===== src/rmwb_pkg.sv =====
`default_nettype none
package rmwb_pkg;
	localparam logic [1:0] ADDR_TIMER     = 2'h0;
	localparam logic [1:0] ADDR_PORT_DATA = 2'h1;
	localparam logic [1:0] ADDR_PORT_DIR  = 2'h2;
	localparam logic [7:0] DIR_READ_VALUE = 8'hff;
	localparam logic [7:0] RESET_BYTE     = 8'h00;
	localparam logic [7:0] RESET_RELOAD   = 8'h00;
	localparam logic [7:0] COUNT_TOP      = 8'hff;
	localparam logic [7:0] OE_RESET       = 8'hff;

	typedef enum logic [2:0] {
		RMWB_OP_READ,
		RMWB_OP_WRITE,
		RMWB_OP_SET,
		RMWB_OP_CLEAR,
		RMWB_OP_INVERT,
		RMWB_OP_STORE,
		RMWB_OP_INV_STORE
	} rmwb_op_t;

	typedef struct packed {
		rmwb_op_t   op;
		logic [1:0] addr;
		logic [2:0] bit_sel;
		logic       carry;
		logic [7:0] wdata;
	} rmwb_req_t;
endpackage
`default_nettype wire

===== src/rmwb_core.sv =====
`timescale 1ns/1ps
`default_nettype none
module rmwb_core
	import rmwb_pkg::*;
(
	input  wire logic       REF_CLK,      // system clock
	input  wire logic       ARST_N,       // async reset, active low
	input  wire logic       REQ_VALID,    // request strobe
	input  wire rmwb_req_t  REQ,          // request fields
	input  wire logic [7:0] PIN_IN,       // external pin levels
	output logic            BUSY,         // access in progress
	output logic            DONE,         // one-cycle completion pulse
	output logic [7:0]      RD_DATA,      // byte read (sampled at read step)
	output logic [7:0]      PIN_OUT,      // latch level onto pins
	output logic [7:0]      PIN_OE_N,     // low where pin drives
	output logic [7:0]      TIMER_COUNT,  // running counter
	output logic [7:0]      TIMER_RELOAD  // reload value
);
	typedef enum logic [1:0] {ST_IDLE, ST_READ, ST_MODIFY, ST_WRITE} rmwb_state_t;

	rmwb_state_t state;
	rmwb_req_t   req;
	logic [7:0]  work;
	logic [7:0]  pin_meta;
	logic [7:0]  pin_sync;
	logic [7:0]  latch;
	logic [7:0]  dir;
	logic [7:0]  count;
	logic [7:0]  reload;
	logic        wr_now;
	logic [7:0]  port_rd;

	// per pin: outputs read back their latch, inputs read the synced pin
	// hazard: a bit op on the port copies input pin levels into the latch
	for (genvar g = 0; g < 8; g++)
	begin : g_port_rd
		assign port_rd[g] = dir[g] ? latch[g] : pin_sync[g];
	end

	// the timer address reads the counter, never the reload value
	function automatic logic [7:0] read_byte(input logic [1:0] a);
		case (a)
			ADDR_TIMER:     read_byte = count;
			ADDR_PORT_DATA: read_byte = port_rd;
			ADDR_PORT_DIR:  read_byte = DIR_READ_VALUE;
			default:        read_byte = RESET_BYTE;
		endcase
	endfunction

	function automatic logic [7:0] modify(input rmwb_req_t r, input logic [7:0] d);
		logic [7:0] m;
		m = RESET_BYTE;
		m[r.bit_sel] = 1'b1;
		case (r.op)
			RMWB_OP_SET:       modify = d | m;
			RMWB_OP_CLEAR:     modify = d & ~m;
			RMWB_OP_INVERT:    modify = d ^ m;
			RMWB_OP_STORE:     modify = r.carry ? (d | m) : (d & ~m);
			RMWB_OP_INV_STORE: modify = r.carry ? (d & ~m) : (d | m);
			default:           modify = d;
		endcase
	endfunction

	assign wr_now = (state == ST_WRITE);

	// pins are asynchronous to the clock
	always_ff @(posedge REF_CLK or negedge ARST_N)
	begin
		if (!ARST_N)
		begin
			pin_meta <= RESET_BYTE;
			pin_sync <= RESET_BYTE;
		end
		else
		begin
			pin_meta <= PIN_IN;
			pin_sync <= pin_meta;
		end
	end

	// sequencer: plain write skips read, plain read skips write
	always_ff @(posedge REF_CLK or negedge ARST_N)
	begin
		if (!ARST_N)
		begin
			state   <= ST_IDLE;
			req     <= '0;
			work    <= RESET_BYTE;
			BUSY    <= 1'b0;
			DONE    <= 1'b0;
			RD_DATA <= RESET_BYTE;
		end
		else
		begin
			DONE <= 1'b0;
			case (state)
				ST_IDLE:
					if (REQ_VALID)
					begin
						req   <= REQ;
						work  <= REQ.wdata;
						BUSY  <= 1'b1;
						state <= (REQ.op == RMWB_OP_WRITE) ? ST_WRITE : ST_READ;
					end
				ST_READ:
				begin
					work    <= read_byte(req.addr);
					RD_DATA <= read_byte(req.addr);
					if (req.op == RMWB_OP_READ)
					begin
						state <= ST_IDLE;
						BUSY  <= 1'b0;
						DONE  <= 1'b1;
					end
					else
						state <= ST_MODIFY;
				end
				ST_MODIFY:
				begin
					work  <= modify(req, work);
					state <= ST_WRITE;
				end
				ST_WRITE:
				begin
					state <= ST_IDLE;
					BUSY  <= 1'b0;
					DONE  <= 1'b1;
				end
				default:
					state <= ST_IDLE;
			endcase
		end
	end

	// whole byte goes back, untouched bits included
	always_ff @(posedge REF_CLK or negedge ARST_N)
	begin
		if (!ARST_N)
		begin
			latch <= RESET_BYTE;
			dir   <= RESET_BYTE;
		end
		else if (wr_now)
		begin
			if (req.addr == ADDR_PORT_DATA)
				latch <= work;
			if (req.addr == ADDR_PORT_DIR)
				dir <= work;
		end
	end

	// counter is never written by software; write lands in reload only
	always_ff @(posedge REF_CLK or negedge ARST_N)
	begin
		if (!ARST_N)
		begin
			count  <= RESET_BYTE;
			reload <= RESET_RELOAD;
		end
		else
		begin
			if (count == COUNT_TOP)
				count <= reload;
			else
				count <= count + 8'h01;
			if (wr_now && req.addr == ADDR_TIMER)
				reload <= work;
		end
	end

	// outputs are registered copies, so each lags its source by one cycle

	// pins show the latch, whatever the direction bit says
	always_ff @(posedge REF_CLK or negedge ARST_N)
	begin
		if (!ARST_N)
			PIN_OUT <= RESET_BYTE;
		else
			PIN_OUT <= latch;
	end

	// all pins start as inputs, so nothing is driven out of reset
	always_ff @(posedge REF_CLK or negedge ARST_N)
	begin
		if (!ARST_N)
			PIN_OE_N <= OE_RESET;
		else
			PIN_OE_N <= ~dir;
	end

	// the counter copy lets the far side see it keep running
	always_ff @(posedge REF_CLK or negedge ARST_N)
	begin
		if (!ARST_N)
			TIMER_COUNT <= RESET_BYTE;
		else
			TIMER_COUNT <= count;
	end

	// reload copy shows what a timer write really left behind
	always_ff @(posedge REF_CLK or negedge ARST_N)
	begin
		if (!ARST_N)
			TIMER_RELOAD <= RESET_RELOAD;
		else
			TIMER_RELOAD <= reload;
	end
endmodule
`default_nettype wire


===== config.mk =====
export PLATFORM = sky130hd
export DESIGN_NAME = rmwb_core
export DESIGN_NICKNAME = d
export VERILOG_FILES = /design/src/rmwb_pkg.sv /design/src/rmwb_core.sv
export SDC_FILE = /design/constraint.sdc
export NUM_CORES = 1
export LEC_CHECK = 0
export BUFFER_PORTS_ARGS = -buffer_cell sky130_fd_sc_hd__buf_2
export CORE_ASPECT_RATIO = 1.1
export CORE_MARGIN = 3
export CORE_UTILIZATION = 40
export DETAILED_ROUTE_END_ITERATION = 6
export PLACE_DENSITY = 0.69
export SLEW_MARGIN = 30
export SYNTH_ARGS = -nofsm -noshare
export SYNTH_HDL_FRONTEND = slang
export SYNTH_SLANG_ARGS = --single-unit

===== constraint.sdc =====
create_clock -name REF_CLK -period 5 [get_ports REF_CLK]
set_input_delay 0 -clock REF_CLK [delete_from_list [all_inputs] [get_ports REF_CLK]]
set_output_delay 0 -clock REF_CLK [all_outputs]
set_load 0.01 [all_outputs]

==> results.cfg <==
[outcome]
status = finished, final reports clean

[logic_synthesis]
avgSynthCellArea_um2 = 11.2
async_flop_share_pct = 100
synth_nets = 476
synth_seq_cells = 109
yosys_most_used_dff = dfrtp_1
synth_cell_type_count = 47
synth_area_um2 = 4760
seq_area_frac_synth_pct = 57.5
synth_top_area_share_pct = 53.1
synthCells = 426
synth.area.top_cells = dfrtp_1 (53%), ha_1 (5.8%), o21ai_0 (4.6%)
yosys_warnings = 0
yosys.area.top_type = dfrtp_1
synth_edf_count = 0

[sta]
skew_ns = 0.00835
rsz0062_at_grt = false
max_freq_ghz = 0.415
whs_ns = 0.0720
finalCritPeriodShare_pct = 48.2
fin_tns_setup_ns = 0
finalHoldViolations = 0
period_needed_ns = 2.41
drv_slew = 0
max_slew_margin_pct = 42.3
worstMarginPinSlew_ns = 0.865
setup_violations = 0

[clock_network]
clkLatencyLatePin_ns = 0.35
cts_buffers = 9
clk_pin_slew_worst_paths_ns = 0.07
cts_max_path_buffers = 2
cts-htree-levels = 3
cts_tree = built
cts.sinks = 109
cts_root_buf = clkbuf_16

[setup_path]
start_kind = flip-flop
crit_path_top_delay_cell = a2111oi_4
crit_type = flip-flop to flip-flop
critPathBufInv = 1
path_cells = inv_1 > ha_1 > and4_4 > a2111oi_4 > o21ai_0 > a21oi_1 > o21ai_0
reg2reg_depth = 7
rr_startpoint = state[0]
cp_common_cell = o21ai_0
cp_max_fo = 16
r2r-end = work[1]
regToRegSetupSlack_ns = 2.59
critical-path-top-delay-family = compound AO/OA/AOI/OAI gates
crit_required_ns = 5.22
max_stage_delay_ns = 0.75
worstSetupEndpointType = flip-flop
arrival_ns = 2.63

[floorplanning]
die_area_um2 = 13200
die_w_um = 110
start_util_pct = 41.2
dieHeight_um = 120
core_um2 = 11500
ioPinCount = 70
rows = 41

[detailed_routing]
vias_per_cell = 5.12
drc = 0
dr.pass1.iters = 6
drt-initial-drc-count = 219
antenna_left = 0
wirelength_um = 10500
dr_total_vias = 3401
avgRoutedWirePerCell_um = 15.8

[placed_design]
place_hpwl_um = 7700
gp_congestion = 0.815
port_buffers = 69

[global_routing]
antenna_found_initial = 0
grt_pass1_wl_um = 17300
grt_overflow = 0
grt_usage_pct = 17.0
grt_pass1_vias = 3364
grt_max_degree = 67

[cells_and_area]
multiInputGateArea_um2 = 1830
diodes = 0
nNetsFinal = 559
area_growth_pct = 19.4
regArea_um2 = 2740
drive_above_1_share_pct = 23.9
nFillCells = 1046

[power_and_ir_drop]
leakagePower_nw = 2.66
vdd_drop_max_mv = 0.201
power_density_nw_per_um2 = 629

[min_path]
hp-class = primary input to flip-flop
whs_path_depth = 4
hold_start = REQ[2]
hold_end = work[2]

[flow_run]
max_cap_viol_count = 0
## cells in the final DEF, fill, tap and decap left out, drive strengths merged, types with 2 or more instances in the layout
cell type / n
nor3b: 2
buf: 70
nor3: 10
inv: 28
o41ai: 2
xnor2: 2
nand2b: 3
clkbuf: 10
a21o: 9
dlygate4sd3: 18
mux2i: 10
a211oi: 8
nor2: 23
dfstp: 8
a21oi: 38
nand3: 4
nand3b: 5
a2111oi: 2
nand2: 39
mux2: 17
o21ai: 47
ha: 22
or3b: 2
o211ai: 7
and4: 2
dfrtp: 101
o22ai: 7
xor2: 2
clkinv: 5
## routing by layer
layer,vias to the layer above,GRT usage [%],share of wire [%]
met5,-,0,0
li1,1645,-,-
met3,16,3.04,4.4
met4,0,7.64,2.9
met1,1654,23.2,44
met2,86,26.4,49
## worst min-delay path: stages
cell     delay (ns)
buf_2          0.09
nor2_1         0.04
a21oi_1        0.10
a31o_1         0.14
## area by class of cell
class	count	share of cell area (%)
Sequential cell	109	48.2
Multi-Input combinational cell	273	32.3
Timing Repair Buffer	88	9.42
Clock buffer	10	4.20
Tap cell	150	3.30
Inverter	28	1.85
Clock inverter	6	0.814
## power by group
part	internal, mW	switching [mW]
combinational	0.586	0.813
clock	0.355	0.319
sequential	1.20	0.299
## flip-flops by register name, indices dropped and copies added, names as in the netlist, 2 cells and up
| signal | cells |
|---|---|
| work | 8 |
| RD_DATA | 8 |
| PIN_OE_N | 8 |
| count | 8 |
| state | 2 |
| PIN_OUT | 8 |
| reload | 8 |
| TIMER_RELOAD | 8 |
| TIMER_COUNT | 8 |
| pin_meta | 8 |
| dir | 8 |
| pin_sync | 8 |
| req | 9 |
| latch | 8 |
## Yosys cell counts, drive strengths merged (2+ instances only)
cell type    n
a211oi       8
nor3        10
nand3        4
mux2i       10
o22ai        7
nand3b       5
o41ai        2
buf          8
o211ai       7
mux2        17
a21oi       38
a21o         9
xor2         2
dfstp        8
o21ai       47
a2111oi      2
ha          22
inv         27
dfrtp      101
nor2        23
or3b         2
nor3b        2
clkbuf       8
nand2b       3
xnor2        2
and4         2
nand2       39
## kinds of logic (layout without fill, tap and decap cells)
kind of cell	after synthesis	after routing	synth area share, %
mux	27	27	6.12
xor+xnor	4	4	0.736
compound gates	125	125	16.4
fa+ha+maj	22	22	5.78
buf+inv	44	132	3.97
simple gates	95	95	9.51
flops	109	109	57.5
## what timing repair did
| item | CTS | global route |
|---|---|---|
| hold buffers | 18 | 0 |
| buffers inserted | 0 | 0 |
| gates resized for setup | 0 | 0 |
| endpoints found under the hold margin | 56 | 0 |
## stage by stage
| step | cells | power (mW) | setup slack (ns) | util, % | area [µm²] |
|---|---|---|---|---|---|
| 2_1_floorplan | 426 | 2.48 | 3.14 | - | 4760 |
| 3_3_place_gp | 630 | 2.84 | 2.75 | 45.2 | 5220 |
| 3_5_place_dp | 630 | 2.91 | 2.61 | 45.2 | 5220 |
| 4_1_cts | 664 | 3.60 | 2.60 | 49.3 | 5690 |
| 5_1_grt | 664 | 3.87 | 2.34 | 49.3 | 5690 |
| 6_report | 664 | 3.57 | 2.59 | 49.3 | 5690 |
## worst max path at each step
stage             start       to  slack (ns)  cells after the start
2_1_floorplan  state[0]  work[2]        3.14                      7
3_3_place_gp   state[0]  work[0]        2.75                      7
3_5_place_dp   state[0]  work[1]        2.61                      7
4_1_cts        state[0]  work[1]        2.60                      7
5_1_grt        state[0]  work[3]        2.34                      7
6_report       state[0]  work[1]        2.59                      7
Note: power is estimated with default switching activity, not from simulation.
